### src/tscr_regs.vh
// Constants of the touch sensor configuration register bank.
// Assumes an 8-bit register port and a 125 MHz system clock.
`ifndef TSCR_REGS_VH
`define TSCR_REGS_VH

// Register offsets on the register port.
`define TSCR_OFF_FACTORY   8'h00
`define TSCR_OFF_OUTCTL    8'h02
`define TSCR_OFF_CALCTL0   8'h03
`define TSCR_OFF_CALCTL1   8'h04
`define TSCR_OFF_ACQ0      8'h05
`define TSCR_OFF_ACQ1      8'h06
`define TSCR_OFF_LOWPWR    8'h07
`define TSCR_FACTORY_VAL   8'hff

// Reset values of the stored fields.
`define TSCR_RST_OUTEN     4'h3
`define TSCR_RST_WAVE      2'h0
`define TSCR_RST_CAL       1'h0
`define TSCR_RST_SENSOR1_ENABLE      1'h1
`define TSCR_RST_ACQ       5'h00
`define TSCR_RST_SLEEP     5'h01
`define TSCR_RST_OSC       1'h1

// Field positions.
`define TSCR_WAVE_HI       7
`define TSCR_WAVE_LO       6
`define TSCR_CAL_BIT       1
`define TSCR_SENSOR1_ENABLE_BIT      0
`define TSCR_SLEEP_HI      5
`define TSCR_SLEEP_LO      1
`define TSCR_OSC_BIT       0

// Waveform codes.
`define TSCR_WAVE_NORMAL   2'b00
`define TSCR_WAVE_DOUBLE   2'b01
`define TSCR_WAVE_HALF     2'b10
`define TSCR_WAVE_RSVD     2'b11

// Sleep code ranges and interval bases.
`define TSCR_SLEEP_SEC     5'd10
`define TSCR_SLEEP_MAX     5'd18
`define TSCR_MS_PER_SEC    18'd1000

// Timing.
`define TSCR_CLK_PERIOD_NS 8
`define TSCR_PULSE_NS      1000000

`endif

### src/tscr_cal_seq.v
// Calibration sequencer for one sensor: sweeps the settling delay.
// Assumes the analogue core reports settled for the delay it is given.
`timescale 1ns/1ns
module tscr_cal_seq #(
  parameter SETTLE_CYCLES = 16
) (
  input  wire       clock,
  input  wire       srst,
  input  wire       request,
  input  wire       restart,
  input  wire       settled,
  output reg        busy,
  output reg        update,
  output reg        done,
  output reg  [4:0] delay
);
  localparam [2:0] ST_IDLE = 3'b001;
  localparam [2:0] ST_WAIT = 3'b010;
  localparam [2:0] ST_STEP = 3'b100;

  reg [2:0]  state;
  reg [15:0] waitCount;

  // ----------------------------------------------------------------
  // Sweep machine
  // ----------------------------------------------------------------
  // A dropped request abandons the sweep; a restart begins it again.
  always @(posedge clock) begin
    update <= 1'b0;
    done   <= 1'b0;
    if (srst || restart || !request) begin
      state     <= ST_IDLE;
      busy      <= 1'b0;
      delay     <= 5'h00;
      waitCount <= 16'h0000;
    end else begin
      case (state)
        ST_IDLE: begin
          busy      <= 1'b1;
          delay     <= 5'h00;
          update    <= 1'b1;
          waitCount <= 16'h0000;
          state     <= ST_WAIT;
        end
        ST_WAIT: begin
          waitCount <= waitCount + 16'h0001;
          if (waitCount == SETTLE_CYCLES[15:0] - 16'h0001) begin
            state <= ST_STEP;
          end
        end
        ST_STEP: begin
          waitCount <= 16'h0000;
          if (settled || delay == 5'h1f) begin
            busy  <= 1'b0;
            done  <= 1'b1;
            state <= ST_IDLE;
          end else begin
            delay  <= delay + 5'h01;
            update <= 1'b1;
            state  <= ST_WAIT;
          end
        end
        default: begin
          state <= ST_IDLE;
        end
      endcase
    end
  end
endmodule // tscr_cal_seq

### src/tscr_sleep_timer.v
// Scan pacing: one scan per millisecond, or per sleep interval when idle.
// Assumes a one-cycle millisecond tick from the enclosing block.
`timescale 1ns/1ns
`include "tscr_regs.vh"
module tscr_sleep_timer (
  input  wire       clock,
  input  wire       srst,
  input  wire       msTick,
  input  wire       sleepOk,
  input  wire [4:0] sleepCode,
  output reg        scanStrobe
);
  reg [17:0] msCount;

  // Interval in milliseconds; codes 0 to 9 double from 1 ms, codes 10 to 18 double from 1000 ms.
  function [17:0] interval_ms;
    input [4:0] code;
    begin
      if (code < `TSCR_SLEEP_SEC) begin
        interval_ms = 18'd1 << code;
      end else if (code <= `TSCR_SLEEP_MAX) begin
        interval_ms = `TSCR_MS_PER_SEC << (code - `TSCR_SLEEP_SEC);
      end else begin
        interval_ms = 18'd1;
      end
    end
  endfunction

  // ----------------------------------------------------------------
  // Interval counter
  // ----------------------------------------------------------------
  // Leaving sleep fires at the next tick so a detection is never delayed.
  always @(posedge clock) begin
    scanStrobe <= 1'b0;
    if (srst) begin
      msCount <= 18'h00000;
    end else if (msTick) begin
      if (!sleepOk || msCount + 18'd1 >= interval_ms(sleepCode)) begin
        msCount    <= 18'h00000;
        scanStrobe <= 1'b1;
      end else begin
        msCount <= msCount + 18'd1;
      end
    end
  end
endmodule // tscr_sleep_timer

### src/tscr_config_regs.v
// Configuration register bank of a dual-channel touch/proximity sensor.
// Assumes a byte register port decoded from the serial command layer and
// detection, settle and new-data signals from the analogue core.
//
// Notes on behaviour
// - Enabled detection conditions are ORed; the result alone sets the pin.
// - Pin goes low while any enabled button or proximity detection is true.
// - With all enables zero, pin pulses low 1 ms per new data.
// - Output control holds four enables at bits 3..0; bits 7..4 read zero.
// - Host clears calibrated bit 1 to request a new calibration.
// - Device sets the calibrated bit once that sensor's calibration ends.
// - Waveform field bits 7..6: 00 normal, 01 double, 10 half.
// - Reserved waveform code 11 acts as double.
// - Second sensor enable at bit 0; zero stops its scan and decode.
// - Settle delay field bits 4..0 is rewritten during recalibration.
// - Sleep field bits 5..1 doubles from 1 ms to 256 s.
// - Sleep codes 10011 to 11111 give 1 ms.
// - Sleep interval applies only while no detection is present.
// - Oscillator select bit 0: one is 32 MHz, zero is 16 MHz.
// - Idle after time-out without change; idle sleeps between readings.
// - Writing ff to location 00 restores defaults and recalibrates both.
`timescale 1ns/1ns
`include "tscr_regs.vh"
module tscr_config_regs #(
  parameter PULSE_CYCLES  = `TSCR_PULSE_NS / `TSCR_CLK_PERIOD_NS,
  parameter SETTLE_CYCLES = 16
) (
  input  wire        clock,
  input  wire        srst,
  input  wire        regWrite,
  input  wire        regRead,
  input  wire [7:0]  regAddr,
  input  wire [7:0]  regWrData,
  output reg  [7:0]  regRdData,
  input  wire [1:0]  buttonDetect,
  input  wire [1:0]  proxDetect,
  input  wire        newData,
  input  wire        envChange,
  input  wire [1:0]  calSettled,
  input  wire [15:0] idleTimeoutMs,
  output reg         detectOutN,
  output reg  [1:0]  waveform0,
  output reg  [1:0]  waveform1,
  output reg         sensor1Scan,
  output reg  [4:0]  settleDelay0,
  output reg  [4:0]  settleDelay1,
  output reg  [1:0]  calBusy,
  output reg         oscFast,
  output reg         idle,
  output wire        scanStrobe
);
  // ----------------------------------------------------------------
  // Stored fields
  // ----------------------------------------------------------------
  // Reserved bits are not stored; they read as zero.
  reg [3:0]  outEnable;
  reg [1:0]  waveSel0;
  reg [1:0]  waveSel1;
  reg [1:0]  calibrated;
  reg        sensor1Enable;
  reg [4:0]  acq0;
  reg [4:0]  acq1;
  reg [4:0]  sleepCode;
  reg        oscSelect;

  // Timers and the quiet-time count.
  reg [31:0] pulseCount;
  reg        pulseActive;
  reg [31:0] msPrescale;
  reg        msTick;
  reg [15:0] quietMs;

  // Internal strobes and decoded state.
  wire       factory;
  wire [1:0] seqBusy;
  wire [1:0] seqUpdate;
  wire [1:0] seqDone;
  wire [4:0] seqDelay0;
  wire [4:0] seqDelay1;
  wire [1:0] calRequest;
  wire [3:0] detectState;
  wire       anyEnabled;
  wire       anyDetect;

  // Effective waveform; the reserved code behaves as double.
  function [1:0] wave_eff;
    input [1:0] sel;
    begin
      if (sel == `TSCR_WAVE_RSVD) begin
        wave_eff = `TSCR_WAVE_DOUBLE;
      end else begin
        wave_eff = sel;
      end
    end
  endfunction

  // Write strobe for a given register offset.
  function wr_hit;
    input [7:0] off;
    begin
      wr_hit = regWrite && (regAddr == off);
    end
  endfunction

  // ----------------------------------------------------------------
  // Write decode
  // ----------------------------------------------------------------
  assign factory = regWrite && (regAddr == `TSCR_OFF_FACTORY) &&
                   (regWrData == `TSCR_FACTORY_VAL);

  // Output control, waveform, enable and low-power fields.
  always @(posedge clock) begin
    if (srst || factory) begin
      outEnable     <= `TSCR_RST_OUTEN;
      waveSel0      <= `TSCR_RST_WAVE;
      waveSel1      <= `TSCR_RST_WAVE;
      sensor1Enable <= `TSCR_RST_SENSOR1_ENABLE;
      sleepCode     <= `TSCR_RST_SLEEP;
      oscSelect     <= `TSCR_RST_OSC;
    end else if (wr_hit(`TSCR_OFF_OUTCTL)) begin
      outEnable <= regWrData[3:0];
    end else if (wr_hit(`TSCR_OFF_CALCTL0)) begin
      waveSel0 <= regWrData[`TSCR_WAVE_HI:`TSCR_WAVE_LO];
    end else if (wr_hit(`TSCR_OFF_CALCTL1)) begin
      waveSel1      <= regWrData[`TSCR_WAVE_HI:`TSCR_WAVE_LO];
      sensor1Enable <= regWrData[`TSCR_SENSOR1_ENABLE_BIT];
    end else if (wr_hit(`TSCR_OFF_LOWPWR)) begin
      sleepCode <= regWrData[`TSCR_SLEEP_HI:`TSCR_SLEEP_LO];
      oscSelect <= regWrData[`TSCR_OSC_BIT];
    end
  end

  // Calibrated flags. A finishing calibration wins over a host write in
  // the same cycle, so completion is never lost; the host re-requests.
  always @(posedge clock) begin
    if (srst || factory) begin
      calibrated <= {2{`TSCR_RST_CAL}};
    end else begin
      if (seqDone[0]) begin
        calibrated[0] <= 1'b1;
      end else if (wr_hit(`TSCR_OFF_CALCTL0)) begin
        calibrated[0] <= regWrData[`TSCR_CAL_BIT];
      end
      if (seqDone[1]) begin
        calibrated[1] <= 1'b1;
      end else if (wr_hit(`TSCR_OFF_CALCTL1)) begin
        calibrated[1] <= regWrData[`TSCR_CAL_BIT];
      end
    end
  end

  // Settle delays. The sweep wins a same-cycle write, so a host write during
  // calibration is overwritten at the next step unless that step ends the sweep.
  always @(posedge clock) begin
    if (srst || factory) begin
      acq0 <= `TSCR_RST_ACQ;
      acq1 <= `TSCR_RST_ACQ;
    end else begin
      if (seqUpdate[0]) begin
        acq0 <= seqDelay0;
      end else if (wr_hit(`TSCR_OFF_ACQ0)) begin
        acq0 <= regWrData[4:0];
      end
      if (seqUpdate[1]) begin
        acq1 <= seqDelay1;
      end else if (wr_hit(`TSCR_OFF_ACQ1)) begin
        acq1 <= regWrData[4:0];
      end
    end
  end

  // ----------------------------------------------------------------
  // Read path
  // ----------------------------------------------------------------
  // One cycle of latency; unmapped locations and reserved bits read zero.
  always @(posedge clock) begin
    if (srst) begin
      regRdData <= 8'h00;
    end else if (regRead) begin
      if (regAddr == `TSCR_OFF_OUTCTL) begin
        regRdData <= {4'h0, outEnable};
      end else if (regAddr == `TSCR_OFF_CALCTL0) begin
        regRdData <= {waveSel0, 4'h0, calibrated[0], 1'b0};
      end else if (regAddr == `TSCR_OFF_CALCTL1) begin
        regRdData <= {waveSel1, 4'h0, calibrated[1], sensor1Enable};
      end else if (regAddr == `TSCR_OFF_ACQ0) begin
        regRdData <= {3'h0, acq0};
      end else if (regAddr == `TSCR_OFF_ACQ1) begin
        regRdData <= {3'h0, acq1};
      end else if (regAddr == `TSCR_OFF_LOWPWR) begin
        regRdData <= {2'h0, sleepCode, oscSelect};
      end else begin
        regRdData <= 8'h00;
      end
    end
  end

  // ----------------------------------------------------------------
  // Calibration sequencers
  // ----------------------------------------------------------------
  // A cleared calibrated bit is a standing request; sensor 1 only asks
  // while it is enabled.
  // The done cycle masks it, so a finished sweep cannot restart.
  assign calRequest[0] = ~calibrated[0] & ~seqDone[0];
  assign calRequest[1] = ~calibrated[1] & ~seqDone[1] & sensor1Enable;

  tscr_cal_seq #(
    .SETTLE_CYCLES (SETTLE_CYCLES)
  ) u_cal0 (
    .clock   (clock),
    .srst    (srst),
    .request (calRequest[0]),
    .restart (factory),
    .settled (calSettled[0]),
    .busy    (seqBusy[0]),
    .update  (seqUpdate[0]),
    .done    (seqDone[0]),
    .delay   (seqDelay0)
  );

  tscr_cal_seq #(
    .SETTLE_CYCLES (SETTLE_CYCLES)
  ) u_cal1 (
    .clock   (clock),
    .srst    (srst),
    .request (calRequest[1]),
    .restart (factory),
    .settled (calSettled[1]),
    .busy    (seqBusy[1]),
    .update  (seqUpdate[1]),
    .done    (seqDone[1]),
    .delay   (seqDelay1)
  );

  // ----------------------------------------------------------------
  // Detect output pin
  // ----------------------------------------------------------------
  // Sensor 1 results are ignored while it is disabled.
  assign detectState = {proxDetect[1] & sensor1Enable, proxDetect[0],
                        buttonDetect[1] & sensor1Enable, buttonDetect[0]};
  assign anyEnabled  = |outEnable;
  assign anyDetect   = |detectState;

  // New-data pulse timer; only armed in interrupt mode.
  always @(posedge clock) begin
    if (srst || anyEnabled) begin
      pulseCount  <= 32'h00000000;
      pulseActive <= 1'b0;
    end else if (newData) begin
      pulseCount  <= 32'h00000000;
      pulseActive <= 1'b1;
    end else if (pulseActive) begin
      if (pulseCount == PULSE_CYCLES - 1) begin
        pulseActive <= 1'b0;
      end else begin
        pulseCount <= pulseCount + 32'h00000001;
      end
    end
  end

  // Pin level: OR of enabled states, else the pulse, else high.
  always @(posedge clock) begin
    if (srst) begin
      detectOutN <= 1'b1;
    end else if (anyEnabled) begin
      detectOutN <= ~|(detectState & outEnable);
    end else if (newData || pulseActive) begin
      detectOutN <= 1'b0;
    end else begin
      detectOutN <= 1'b1;
    end
  end

  // ----------------------------------------------------------------
  // Idle tracking and scan pacing
  // ----------------------------------------------------------------
  // Millisecond tick shares the pulse time base.
  always @(posedge clock) begin
    if (srst) begin
      msPrescale <= 32'h00000000;
      msTick     <= 1'b0;
    end else if (msPrescale == PULSE_CYCLES - 1) begin
      msPrescale <= 32'h00000000;
      msTick     <= 1'b1;
    end else begin
      msPrescale <= msPrescale + 32'h00000001;
      msTick     <= 1'b0;
    end
  end

  // Quiet time counts up while nothing changes; a detection or change
  // drops the block out of idle at once.
  always @(posedge clock) begin
    if (srst || envChange || anyDetect) begin
      quietMs <= 16'h0000;
      idle    <= 1'b0;
    end else if (quietMs >= idleTimeoutMs) begin
      idle <= 1'b1;
    end else if (msTick) begin
      quietMs <= quietMs + 16'h0001;
    end
  end

  // Scans pace at 1 ms until idle.
  tscr_sleep_timer u_sleep (
    .clock      (clock),
    .srst       (srst),
    .msTick     (msTick),
    .sleepOk    (idle),
    .sleepCode  (sleepCode),
    .scanStrobe (scanStrobe)
  );

  // ----------------------------------------------------------------
  // Registered configuration outputs
  // ----------------------------------------------------------------
  // Every output leaves from a flop.
  always @(posedge clock) begin
    if (srst) begin
      waveform0    <= `TSCR_WAVE_NORMAL;
      waveform1    <= `TSCR_WAVE_NORMAL;
      sensor1Scan  <= `TSCR_RST_SENSOR1_ENABLE;
      settleDelay0 <= `TSCR_RST_ACQ;
      settleDelay1 <= `TSCR_RST_ACQ;
      calBusy      <= 2'b00;
      oscFast      <= `TSCR_RST_OSC;
    end else begin
      waveform0    <= wave_eff(waveSel0);
      waveform1    <= wave_eff(waveSel1);
      sensor1Scan  <= sensor1Enable;
      settleDelay0 <= acq0;
      settleDelay1 <= acq1;
      calBusy      <= seqBusy;
      oscFast      <= oscSelect;
    end
  end
endmodule // tscr_config_regs

### config.mk
export PLATFORM = sky130hd
export DESIGN_NAME = tscr_config_regs
export DESIGN_NICKNAME = d
export VERILOG_FILES = /design/src/tscr_cal_seq.v /design/src/tscr_sleep_timer.v /design/src/tscr_config_regs.v
export VERILOG_INCLUDE_DIRS = /design/src /design/src/src
export SDC_FILE = /design/constraint.sdc
export NUM_CORES = 1
export LEC_CHECK = 0
export BUFFER_PORTS_ARGS = -buffer_cell sky130_fd_sc_hd__buf_2
export CAP_MARGIN = 10
export CORE_ASPECT_RATIO = 1.2
export CORE_MARGIN = 8
export CORE_UTILIZATION = 55
export CTS_BUF_LIST = sky130_fd_sc_hd__clkbuf_4
export DETAILED_ROUTE_END_ITERATION = 16
export PLACE_DENSITY = 0.74
export SETUP_SLACK_MARGIN = 0.05
export SLEW_MARGIN = 20
export SYNTH_ARGS = -nofsm -noshare
export SYNTH_HDL_FRONTEND = slang
export SYNTH_SLANG_ARGS = --single-unit
### constraint.sdc
create_clock -name clock -period 5.23 [get_ports clock]
set_input_delay 0.523 -clock clock [delete_from_list [all_inputs] [get_ports clock]]
set_output_delay 0.523 -clock clock [all_outputs]
set_load 0.05 [all_outputs]
==> results.txt, run 1 <==
Data on the critical path arrives at its endpoint at 5100 ps. Routability-driven placement congestion ratio: 0.865. The tree is rooted in a sky130_fd_sc_hd__clkbuf_4. Starting density of the core: 0.563. Setup slack closes at 656 ps. The flow ran to the end, and the final reports show no timing, DRC or antenna violations. The via total after detailed routing is 9194, and the clock period minus worst slack is 4570 ps.

The first-pass GRT wire length was 39.1 mm; the worst clock skew on the final layout was 65.7 ps. The count of buffers added on input and output ports is 72. Hold violation count in the final report: 0. Setup violations remaining at the end of the flow were counted as 0.

The logs give 62 for the count of distinct cell types in the synthesized netlist and 0 for the number of max-slew violations in the final report. During I/O placement, the number of pins put on the boundary was 73. For the clock tree buffer depth, the log shows 3. For this run, the post-layout net count is 1441.

STA classifies the critical path endpoint as a flop. For hold timing, the worst endpoint is waveSel0[1]. The critical path starts at sleepCode[1].

The total global-route track usage was 0.194. The share of flip-flops with an asynchronous set or reset after synthesis was 0; the max-cap violation count was 0. At the worst endpoint, the required time is 5760 ps. The initial antenna violation count is 4, and the number of synthesized flops with an enable pin is 0. For this run, the number of Yosys warnings is 0. The worst reg2reg path depth is 15. The clock transition at the registers of the reported paths is 70 ps, and the area enclosed by the die boundary is 24000 µm². The pre-antenna-repair detailed-routing pass consisted of 11 iterations. For the detailed-route wire length, the log shows 23.9 mm. The critical path is of the reg2reg type.

The headroom to the max-slew limit is 0.328, and the sum of negative setup slack is 0 ps. The HPWL after detailed placement came out at 17.2 mm. Using the TritonRoute via totals, the vias-per-cell ratio works out to 5.58. The number of H-tree levels is 2. The tools report the clock buffer count from CTS as 53. For this design the static power due to leakage is 4.53 nW. The detail route stage leaves a number of antenna-violating nets equal to 0. The clock drives 210 sinks. For this design the total switching power over the nets is 806 µW. The pin count of the biggest net entering global routing is 33. In this run the most critical hold path is launched from regWrData[7]. The number of cells produced by synthesis is 1274, and the tightest hold margin is 129 ps.

For the proportion of power drawn by combinational gates, the log shows 0.062. TritonCTS built the clock tree. The post-route clock period utilization was 0.874; the switching share of power was 0.255. Row generation in the floorplan step produced 55 rows. The buffer count from post-CTS setup fixing came out at 0. Cell internal power was estimated by the tool at 2.35 mW. For flop-to-flop paths, the worst setup slack is 660 ps. The logs give 8482 for the via count of the first global-routing pass and 563 for the initial DRC count.

The residual overflow from global routing was 0. The endpoint identified for the worst register-to-register timing path is u_sleep.msCount[9]. Synthesis produced a netlist with a net count of 1364. The tools report the sort of element at the start of the critical path as a flop.

The share of post-route cells with drive strength above 1 came out at 0.128. Power density of the placed cells: 268 nW/µm². The worst hold path passes through 3 cells.

The filler cell count in the final layout is 1776. The horizontal extent of the die was 143 µm. Hold repair after CTS inserted 0 buffers. In this run the vertical extent of the chip is 168 µm.

At the pin with the least slew margin, the transition time is 1000 ps. Timing analysis after detailed placement gives a worst setup slack of 726 ps. Setup repair after global routing left no endpoint under its margin. In this run the worst path has a maximum fanout of 20.

The later pin in the worst-skew pair is clocked with a latency of 670 ps. A synthesized cell averages 8.33 µm². Post-synthesis sequential area ratio: 0.396. After synthesis the cells add up to 10600 µm². The layout-stage area growth over the synthesis result came out at 11.1%. After detailed routing, the average wire length per cell comes to 14.5 µm. In this run, synthesis produced a sequential element count of 210. After clock tree synthesis, the repair step resized 0 gates. The number of design rule violations left after detail routing came out at 0. After detailed placement, the total cell area comes to 11100 µm². Based on the critical path, the design can be clocked at up to 0.219 GHz. The most used flip-flop cell after synthesis is sky130_fd_sc_hd__dfxtp_1. The worst-case IR drop observed on VDD is 155 µV. The total area inside the core boundary comes to 18900 µm².

The logs give 0.415 for the clock network fraction of design power and 11800 µm² for the post-route cell area. The path class of the tightest hold or removal check is in2reg. The sequential cell fraction of total power was 0.523. The worst register-to-register path begins at sleepCode[1].
==> cell usage after synthesis (3+ instances only) <==
cell type / number / share of area
sky130_fd_sc_hd__a41o_1: 7 / 0.0066
sky130_fd_sc_hd__a22oi_1: 16 / 0.011
sky130_fd_sc_hd__nand4_1: 35 / 0.021
sky130_fd_sc_hd__and3_1: 30 / 0.018
sky130_fd_sc_hd__dfxtp_1: 210 / 0.40
sky130_fd_sc_hd__xor2_1: 52 / 0.043
sky130_fd_sc_hd__a32oi_1: 5 / 0.0041
sky130_fd_sc_hd__nor3b_1: 5 / 0.0035
sky130_fd_sc_hd__a31oi_1: 9 / 0.0053
sky130_fd_sc_hd__xnor2_1: 61 / 0.050
sky130_fd_sc_hd__inv_1: 53 / 0.019
sky130_fd_sc_hd__o21a_1: 5 / 0.0035
sky130_fd_sc_hd__mux2_2: 6 / 0.0064
sky130_fd_sc_hd__or2_2: 6 / 0.0035
sky130_fd_sc_hd__nand2_1: 90 / 0.032
sky130_fd_sc_hd__a211o_1: 7 / 0.0058
sky130_fd_sc_hd__mux2i_1: 28 / 0.026
sky130_fd_sc_hd__o31ai_1: 3 / 0.0021
sky130_fd_sc_hd__nand2b_1: 14 / 0.0083
sky130_fd_sc_hd__o21ai_0: 42 / 0.020
sky130_fd_sc_hd__nor4_1: 27 / 0.016
sky130_fd_sc_hd__a22o_1: 4 / 0.0033
sky130_fd_sc_hd__or3_1: 17 / 0.010
sky130_fd_sc_hd__clkbuf_1: 50 / 0.018
sky130_fd_sc_hd__a21o_1: 4 / 0.0028
sky130_fd_sc_hd__nor2_1: 202 / 0.071
sky130_fd_sc_hd__nor3_1: 35 / 0.017
sky130_fd_sc_hd__or4_1: 6 / 0.0042
sky130_fd_sc_hd__and4_1: 8 / 0.0066
sky130_fd_sc_hd__nor2b_1: 19 / 0.011
sky130_fd_sc_hd__nand3_1: 49 / 0.023
sky130_fd_sc_hd__and2_1: 9 / 0.0053
sky130_fd_sc_hd__nor4b_1: 4 / 0.0033
sky130_fd_sc_hd__a211oi_1: 14 / 0.0099
sky130_fd_sc_hd__ha_1: 46 / 0.054
sky130_fd_sc_hd__a21oi_1: 56 / 0.026
sky130_fd_sc_hd__buf_1: 6 / 0.0021
==> how the worst max path moves through the flow <==
stage,endpoint,slack (ps),depth (start not counted)
2_1_floorplan,u_sleep.msCount[13],1420,17
3_3_place_gp,u_sleep.msCount[9],870,15
3_5_place_dp,u_sleep.msCount[9],730,15
4_1_cts,u_sleep.msCount[9],700,15
5_1_grt,u_sleep.msCount[14],180,15
6_report,u_sleep.msCount[9],660,15
==> registers in the layout, summed over array words and instances, names as in the netlist, 8 cells and up <==
signal and count:
u_cal0.waitCount 16, u_cal1.waitCount 16, pulseCount 32, msPrescale 32, u_sleep.msCount 18, regRdData 8, quietMs 16
==> power groups by stage <==
stage	clock network (mW)	logic [mW]	registers (mW)
2_1_floorplan	0	0.124	1.70
3_3_place_gp	0	0.192	1.69
3_5_place_dp	0	0.195	1.69
4_1_cts	1.36	0.196	1.65
5_1_grt	1.45	0.215	1.66
6_report	1.31	0.196	1.65
==> per-layer routing <==
layer | GRT usage | up-vias | part of all wire
li1 | - | 4666 | -
met2 | 0.315 | 210 | 0.46
met5 | 0 | - | 0.0015
met3 | 0.0481 | 48 | 0.064
met1 | 0.246 | 4264 | 0.46
met4 | 0.0667 | 6 | 0.021
==> critical path, cell delays in order (launching register included) <==
cell,delay (ps)
sky130_fd_sc_hd__dfxtp_1,710
sky130_fd_sc_hd__inv_1,190
sky130_fd_sc_hd__ha_1,290
sky130_fd_sc_hd__nor3b_1,230
sky130_fd_sc_hd__o21ai_0,150
sky130_fd_sc_hd__a21oi_1,430
sky130_fd_sc_hd__nand2_1,180
sky130_fd_sc_hd__o21ai_0,180
sky130_fd_sc_hd__nand2_1,90
sky130_fd_sc_hd__ha_1,320
sky130_fd_sc_hd__a21oi_1,140
sky130_fd_sc_hd__o21ai_0,110
sky130_fd_sc_hd__a221oi_1,270
sky130_fd_sc_hd__a41oi_1,370
sky130_fd_sc_hd__or4b_2,730
sky130_fd_sc_hd__o31ai_1,80
==> final cells by class <==
type	instances	area [µm²]	share of cell area
antenna	4	10.0	0.000849
clock buffer	68	510	0.0433
clock inverter	24	125	0.0106
inverter	53	199	0.0169
multi-input combinational	954	6010	0.510
sequential	210	4200	0.357
tap	256	320	0.0272
timing repair buffer	79	413	0.0350
==> cells by family after synthesis <==
group,Yosys count,share of synthesized area
muxes,36,0.0370
xor gates and xnor gates,113,0.0933
AOI/OAI and AO/OA,191,0.116
adders and majority gates,47,0.0552
buffers and inverters,110,0.0390
DFF,210,0.396
and+or+nand+nor,567,0.264
==> metrics by stage <==
step / power [mW] / cells / util
after detailed placement: 1.88 / 1552 / 0.591
after global placement: 1.88 / 1552 / 0.591
after global routing: 3.32 / 1645 / 0.625
after floorplan: 1.82 / 1274 / -
after CTS: 3.21 / 1644 / 0.624
final: 3.16 / 1648 / 0.625
==> cell usage in the layout (no fill, tap or decap), drive strengths merged, types with 35 or more instances in the layout <==
| master | instances |
|---|---|
| dfxtp | 210 |
| nor2 | 202 |
| nand2 | 90 |
| buf | 79 |
| clkbuf | 68 |
| xnor2 | 61 |
| a21oi | 56 |
| inv | 55 |
| xor2 | 52 |
| nand3 | 49 |
| ha | 46 |
| o21ai | 44 |
| nand4 | 36 |
| nor3 | 35 |
(Power assumes the default switching activity.)
==> run 2, diff against run 1 <==
Settings changed: CAP_MARGIN 10 to not set, PLACE_DENSITY 0.74 to 0.73, SYNTH_HIERARCHICAL set to 1.
==> results.txt, run 2 <==
Sum of negative setup slack: 0 ps (unchanged). The tools report the worst-case setup slack after placement as 1110 ps (was 726 ps). The portion of synthesized cell area occupied by the leading cell type was 0.380 (was 0.396); the share of post-route cells with drive strength above 1 was 0.126 (was 0.128).

The worst ir drop on vdd is 185 µV (was 155 µV). The share of flip-flops with an asynchronous set or reset after synthesis was 0 (unchanged). The most common cell after layout, fill and taps aside was sky130_fd_sc_hd__dfxtp_1 (unchanged). The transition time at the pin with the least slew margin is 903 ps (was 1000 ps). The worst min-delay path endpoint is waveSel0[0] (was waveSel0[1]). The run gives 0 (unchanged) as the post-cts hold buffer count. The worst path setup slack after routing was 1050 ps (was 656 ps).

The maximum fanout count along the critical path works out to 28 (was 20). Registers with the most flip-flops: msPrescale (32), pulseCount (32), u_sleep/msCount (18) (was msPrescale (32), pulseCount (32), u_sleep.msCount (18)). The tools report the core region area as 20000 µm² (was 18900 µm²).

The vertical die dimension is 171 µm (was 168 µm). The layout-stage area growth over the synthesis result was 10.0% (was 11.1%). Top cells by area, synth: sky130_fd_sc_hd__dfxtp_1 (38%), sky130_fd_sc_hd__a21oi_1 (5.2%), sky130_fd_sc_hd__ha_1 (5.2%) (was sky130_fd_sc_hd__dfxtp_1 (40%), sky130_fd_sc_hd__nor2_1 (7.1%), sky130_fd_sc_hd__ha_1 (5.4%)). For the max-cap violation count, the log shows 0 (unchanged). The length of the first detailed-routing pass in iterations is 5 (was 11), and the total number of placement rows is 57 (was 55). The logs give 0 (unchanged) for the number of max-slew violations in the final report and 55 (was 53) for the clock buffer count from CTS. The tightest hold margin was 127 ps (was 129 ps).

The internal power of the cells is 2.34 mW (was 2.35 mW). For the via count of the first global-routing pass, the log shows 9240 (was 8482). The reg-to-reg critical path endpoint is u_sleep/msCount[7] (was u_sleep.msCount[9]). The achievable clock frequency was 0.239 GHz (was 0.219 GHz). The tools report the count of antenna-violating nets left after detailed routing as 0 (unchanged).

The flop and latch count out of synthesis is 210 (unchanged), and the count of distinct cell types in the synthesized netlist is 72 (was 62). The routability-driven placement congestion ratio came out at 0.858 (was 0.865). The switching share of power works out to 0.265 (was 0.255). The HPWL after detailed placement is 18.0 mm (was 17.2 mm). The clock transition at the registers of the reported paths was 70 ps (about the same); the number of cells on the worst hold path was 3 (unchanged). Critical path class: reg2reg (unchanged).

The run gives 6410 µm² (was 6010 µm²) as the footprint of the multi-input gates. The run gives 1825 (was 1776) as the filler cell count in the final layout. The quantity of I/O buffers inserted on ports came out at 72 (unchanged). For the clock network fraction of design power, the log shows 0.409 (was 0.415). Highest-count cells in the layout ignoring fill and taps: sky130_fd_sc_hd__dfxtp_1 (210), sky130_fd_sc_hd__nor2_1 (142), sky130_fd_sc_hd__a21oi_1 (115) (was sky130_fd_sc_hd__dfxtp_1 (210), sky130_fd_sc_hd__nor2_1 (202), sky130_fd_sc_hd__nand2_1 (90)). The total area of sequential cells was 4200 µm² (unchanged).

The launch point of the critical path was sleepCode[1] (unchanged). The run gives 0 (unchanged) as the number of gates given a new drive strength after cts. For the total of warnings raised by yosys, the log shows 6 (was 0). Most common cell in the synthesized netlist: sky130_fd_sc_hd__dfxtp_1 (unchanged). Total global-route track usage: 0.204 (was 0.194).

The number of design rule violations left after detail routing is 0 (unchanged), and the starting density of the core is 0.554 (was 0.563). The horizontal extent of the die came out at 145 µm (was 143 µm). The via count normalized by instance count was 5.73 (was 5.58); the number of synthesized flops with an enable pin was 0 (unchanged). The worst reg2reg path depth came out at 16 (was 15). Sort of element at the start of the critical path: a flop (unchanged). The tools report the clock tree root driver cell as sky130_fd_sc_hd__clkbuf_4 (unchanged). For the number of H-tree levels, the log shows 2 (unchanged).

The register-to-register path setup slack is 1050 ps (was 660 ps). Static leakage: 4.48 nW (was 4.53 nW). The tools report the clock insertion delay at the later pin of the skew report as 670 ps (about the same).

The average footprint of a synthesized cell is 8.28 µm² (was 8.33 µm²), and the clock period minus worst slack is 4180 ps (was 4570 ps). The logs give 24900 µm² (was 24000 µm²) for the area enclosed by the die boundary and 542 (was 563) for the initial DRC count. The largest area contributor in the synthesized netlist was sky130_fd_sc_hd__dfxtp_1 (unchanged). The run gives 3 (unchanged) as the clock tree buffer depth.

Setup repair after global routing left no endpoint under its margin. The post-route clock period utilization was 0.800 (was 0.874). The launching point of the worst reg2reg path is sleepCode[1] (unchanged). The synthesized netlist net count was 1426 (was 1364). The run gives 1504 (was 1441) as the net total in the final layout. The main flop type after synthesis was sky130_fd_sc_hd__dfxtp_1 (unchanged). The tools report the element type at the critical path end as a flop (unchanged). The logs give 6 (was 4) for the initial antenna violation count and 4770 ps (was 5100 ps) for the arrival time of data at the critical path endpoint.

The combined area of all synthesized cells was 11100 µm² (was 10600 µm²). The class of the worst hold path was in2reg (unchanged). The run gives 73 (unchanged) as the number of placed I/O pins.

For the buffer count from post-CTS setup fixing, the log shows 0 (unchanged). The proportion of power drawn by combinational gates was 0.068 (was 0.062). For the residual overflow from global routing, the log shows 0 (unchanged). The run gives 0.396 (was 0.328) as the headroom to the max-slew limit. The detailed-route wire length is 25.7 mm (was 23.9 mm), and the power density of the placed cells is 261 nW/µm² (was 268 nW/µm²). The logs give 0.609 (was 0.625) for the final design utilization and 0.523 (about the same) for the sequential cell fraction of total power. The logs give 5810 ps (was 5760 ps) for the required time at the worst-slack endpoint and 9831 (was 9194) for the via total after detailed routing. The startpoint of the worst hold path is regWrData[6] (was regWrData[7]).

The worst clock skew on the final layout was 36.1 ps (was 65.7 ps); the net switching power of the design was 844 µW (was 806 µW). Most numerous cell types in the synthesized netlist: sky130_fd_sc_hd__dfxtp_1 (210), sky130_fd_sc_hd__nor2_1 (142), sky130_fd_sc_hd__a21oi_1 (115) (was sky130_fd_sc_hd__dfxtp_1 (210), sky130_fd_sc_hd__nor2_1 (202), sky130_fd_sc_hd__nand2_1 (90)). The tools report the pin count of the biggest net entering global routing as 49 (was 33).

For the number of cells produced by synthesis, the log shows 1336 (was 1274). The post-synthesis sequential area ratio was 0.380 (was 0.396). TritonCTS built the clock tree.

The number of sinks handled by clock tree synthesis is 210 (unchanged), and the first-pass GRT wire length is 43.6 mm (was 39.1 mm). The hold violation count in the final report was 0 (unchanged); the setup-violating endpoint count in the final report was 0 (unchanged). The routed wire length per instance came out at 15.0 µm (was 14.5 µm). The flow ran to the end, and the final reports show no timing, DRC or antenna violations.
[run 2: cell types whose count changed after synthesis, moves of 13 or more]
cell / change
sky130_fd_sc_hd__xnor2_1: -28
sky130_fd_sc_hd__o211ai_1: +14
sky130_fd_sc_hd__or3_1: +19
sky130_fd_sc_hd__nor2_1: -60
sky130_fd_sc_hd__a21oi_1: +59
sky130_fd_sc_hd__clkbuf_1: -13
sky130_fd_sc_hd__o21ai_0: +13
sky130_fd_sc_hd__nand3_1: +38
[run 2: power groups by stage]
stage,combinational [mW],sequential (mW),clock [mW]
4_1_cts,0.217,1.66,1.35
2_1_floorplan,0.136,1.71,0
3_3_place_gp,0.214,1.70,0
3_5_place_dp,0.216,1.70,0
6_report,0.216,1.66,1.30
5_1_grt,0.239,1.67,1.43
[run 2: cells by family (layout without fill, tap and decap cells)]
kind of cell	Yosys count	count (layout)	synth area share
simple gates	594	594	0.290
flops	210	210	0.380
xor+xnor	80	80	0.0634
buf+inv	106	219	0.0418
compound gates	275	275	0.149
other cells	0	3	0
mux	25	25	0.0232
fa+ha+maj	46	46	0.0521
[run 2: layout make-up]
| class | instances | share of cell area |
|---|---|---|
| Timing Repair Buffer | 80 | 0.0346 |
| Sequential cell | 210 | 0.346 |
| Clock inverter | 20 | 0.00658 |
| Antenna cell | 3 | 0.000617 |
| Inverter | 47 | 0.0145 |
| Clock buffer | 72 | 0.0444 |
| Tap cell | 265 | 0.0272 |
| Multi-Input combinational cell | 1020 | 0.527 |
[run 2: through the flow]
step | instances | power [mW] | instance area [µm²]
after CTS | 1714 | 3.23 | 12200
after floorplan | 1336 | 1.85 | 11100
after detailed placement | 1622 | 1.92 | 11500
after global placement | 1622 | 1.91 | 11500
after global routing | 1717 | 3.34 | 12200
final | 1717 | 3.18 | 12200
[run 2: metal layers]
layer	vias to the layer above	track usage	share of wire
met5	-	0	0.0015
met4	6	0.0893	0.031
met3	63	0.0505	0.056
met2	230	0.337	0.46
met1	4531	0.249	0.45
li1	5001	-	-
[run 2: worst max path at each step]
| stage | to | slack [ps] | cells past startpoint |
|---|---|---|---|
| 2_1_floorplan | u_sleep/msCount[4] | 1960 | 16 |
| 3_3_place_gp | u_sleep/msCount[10] | 1240 | 16 |
| 3_5_place_dp | u_sleep/msCount[10] | 1110 | 16 |
| 4_1_cts | u_sleep/msCount[10] | 1090 | 16 |
| 5_1_grt | u_sleep/msCount[10] | 610 | 16 |
| 6_report | u_sleep/msCount[7] | 1050 | 16 |
[run 2: critical path: stages (launching register included)]
cell                        delay (ps)
sky130_fd_sc_hd__dfxtp_1           640
sky130_fd_sc_hd__inv_1             240
sky130_fd_sc_hd__ha_1              270
sky130_fd_sc_hd__xnor2_1           640
sky130_fd_sc_hd__nand2_1           190
sky130_fd_sc_hd__o21ai_0           260
sky130_fd_sc_hd__nand2_1            80
sky130_fd_sc_hd__o21ai_0           100
sky130_fd_sc_hd__a2bb2oi_1          90
sky130_fd_sc_hd__ha_1              300
sky130_fd_sc_hd__a21oi_1           140
sky130_fd_sc_hd__o21a_1            120
sky130_fd_sc_hd__o2111ai_1         170
sky130_fd_sc_hd__a211oi_4          240
sky130_fd_sc_hd__buf_4             310
sky130_fd_sc_hd__nand4b_1          130
sky130_fd_sc_hd__a31oi_1           170
==> run 3, diff against run 2 <==
Settings changed: PLACE_DENSITY 0.73 to 0.76.
Clock period 5.23 ns to 3.6 ns, I/O delays scaled along.
==> results.txt, run 3 (synthesis results as in run 2) <==
The run finished with clean final reports. The logs give 24900 µm² (unchanged) for the area enclosed by the die boundary and 0 (unchanged) for the max-cap violation count. The hold violation count in the final report was 0 (unchanged). The number of max-slew violations in the final report was 0 (unchanged); the clock period minus worst slack was 3240 ps (was 4180 ps). TritonCTS built the clock tree. The logs give 0 (unchanged) for the number of design rule violations left after detail routing and 28.4 ps (was 36.1 ps) for the worst clock skew on the final layout. The footprint of the multi-input gates came out at 6410 µm² (about the same). The worst ir drop on vdd came out at 221 µV (was 185 µV). Registers with the most flip-flops: msPrescale (32), pulseCount (32), u_sleep/msCount (18) (unchanged).

The count of antenna-violating nets left after detailed routing is 0 (unchanged), and the worst-case setup slack after placement is 255 ps (was 1110 ps). The clock tree root driver cell is sky130_fd_sc_hd__clkbuf_4 (unchanged). The worst path setup slack after routing is 356 ps (was 1050 ps). Setup repair after global routing left no endpoint under its margin. The achievable clock frequency came out at 0.308 GHz (was 0.239 GHz). The residual overflow from global routing came out at 0 (unchanged). The via count of the first global-routing pass is 9321 (was 9240), and the clock insertion delay at the later pin of the skew report is 660 ps (was 670 ps). The horizontal extent of the die was 145 µm (unchanged); the number of H-tree levels was 2 (unchanged). For the required time at the worst-slack endpoint, the log shows 4170 ps (was 5810 ps). The clock transition at the registers of the reported paths is 60 ps (was 70 ps), and the total number of placement rows is 57 (unchanged). The run gives 6 (unchanged) as the initial antenna violation count. The via total after detailed routing is 9879 (was 9831). The quantity of I/O buffers inserted on ports is 72 (unchanged), and the clock buffer count from CTS is 54 (was 55). Highest-count cells in the layout ignoring fill and taps: sky130_fd_sc_hd__dfxtp_1 (210), sky130_fd_sc_hd__nor2_1 (142), sky130_fd_sc_hd__a21oi_1 (115) (unchanged).

The final instance count without filler cells is 1737 (was 1717), and the transition time at the pin with the least slew margin is 1030 ps (was 903 ps). The arrival time of data at the critical path endpoint was 3810 ps (was 4770 ps). The logs give 25.2 mm (was 25.7 mm) for the detailed-route wire length and 0 (unchanged) for the setup-violating endpoint count in the final report.

For the static leakage, the log shows 4.59 nW (was 4.48 nW). Number of placed I/O pins: 73 (unchanged). The via count normalized by instance count is 5.69 (was 5.73). The run gives 1821 (was 1825) as the filler cell count in the final layout. The layout-stage area growth over the synthesis result works out to 11.9% (was 10.0%). Most common cell after layout, fill and taps aside: sky130_fd_sc_hd__dfxtp_1 (unchanged).

The post-route clock period utilization came out at 0.901 (was 0.800). The tools report the headroom to the max-slew limit as 0.312 (was 0.396). The critical path class is reg2reg (unchanged).

The routed wire length per instance was 14.5 µm (was 15.0 µm); the share of post-route cells with drive strength above 1 was 0.134 (was 0.126). The register-to-register path setup slack came out at 360 ps (was 1050 ps). The starting density of the core is 0.554 (unchanged), and the pin count of the biggest net entering global routing is 39 (was 49).

The total global-route track usage was 0.200 (was 0.204). The sum of negative setup slack came out at 0 ps (unchanged). The class of the worst hold path was in2reg (unchanged). The clock tree buffer depth is 3 (unchanged), and the power density of the placed cells is 383 nW/µm² (was 261 nW/µm²). The tools report the length of the first detailed-routing pass in iterations as 5 (unchanged). The logs give 18.1 mm (was 18.0 mm) for the HPWL after detailed placement and 1629 (was 1622) for the total placed cells including tap cells. The tools report the number of sinks handled by clock tree synthesis as 210 (unchanged). The total area of sequential cells came out at 4200 µm² (unchanged). Net total in the final layout: 1519 (was 1504). The vertical die dimension works out to 171 µm (unchanged). The sort of element at the start of the critical path was a flop (unchanged). For the routability-driven placement congestion ratio, the log shows 0.840 (was 0.858). For the core region area, the log shows 20000 µm² (unchanged).

The final design utilization was 0.620 (was 0.609); the maximum fanout count along the critical path was 28 (unchanged). The run gives 421 (was 542) as the initial DRC count. First-pass GRT wire length: 42.8 mm (was 43.6 mm).

The tools report the element type at the critical path end as a flop (unchanged).
[run 3: metrics by stage]
step / power, mW / hold slack, ps / cell area (µm²)
after floorplan: 2.69 / 425 / 11100
after global placement: 2.78 / 434 / 11600
after detailed placement: 2.78 / 439 / 11600
after CTS: 4.81 / 31.3 / 12300
after global routing: 4.98 / 45.3 / 12400
final: 4.74 / 94.0 / 12400
[run 3: where the power goes]
part           internal (mW)  switching (mW)
clock network           1.04           0.958
logic                  0.112           0.213
registers               2.37          0.0503
[run 3: final timing paths]
| path | startpoint | cells past startpoint | end |
|---|---|---|---|
| min | regWrData[1] | 3 | sleepCode[0] |
| max | sleepCode[1] | 16 | u_sleep/msCount[7] |
| min reg2reg | u_cal0/done | 2 | calibrated[0] |
| max reg2reg | sleepCode[1] | 16 | u_sleep/msCount[7] |
[run 3: layout make-up]
type                       count  share of cell area
antenna                        3            0.000606
clock buffer                  76              0.0461
clock inverter                20             0.00869
inverter                      47              0.0143
multi-input combinational   1020               0.518
sequential                   210               0.340
tap                          265              0.0268
timing repair buffer          96              0.0459
[run 3: critical path, cell delays in order (launching register included)]
cell                        delay (ps)
sky130_fd_sc_hd__dfxtp_1           320
sky130_fd_sc_hd__inv_1             120
sky130_fd_sc_hd__ha_1              290
sky130_fd_sc_hd__nor3b_1           280
sky130_fd_sc_hd__o21ai_0           190
sky130_fd_sc_hd__nand2_2           190
sky130_fd_sc_hd__nand2_1           130
sky130_fd_sc_hd__o22ai_1           160
sky130_fd_sc_hd__a21oi_1           100
sky130_fd_sc_hd__ha_1              180
sky130_fd_sc_hd__a21oi_1           160
sky130_fd_sc_hd__o21a_1            120
sky130_fd_sc_hd__o2111ai_1         150
sky130_fd_sc_hd__a211oi_4          270
sky130_fd_sc_hd__buf_8             230
sky130_fd_sc_hd__nand4b_1          110
sky130_fd_sc_hd__a31oi_1           170
[run 3: timing repair]
action | CTS | global route
hold buffers | 8 | 0
endpoints found under the hold margin | 12 | 0
resized for setup | 0 | 4
buffers inserted | 0 | 1
setup endpoints to repair | 0 | 18
[run 3: layer usage]
metal,GRT usage,vias up,routed length [µm]
met2,0.339,204,12000
met5,0,-,38
met3,0.0487,54,1270
met1,0.239,4592,11200
li1,-,5023,-
met4,0.0870,6,697
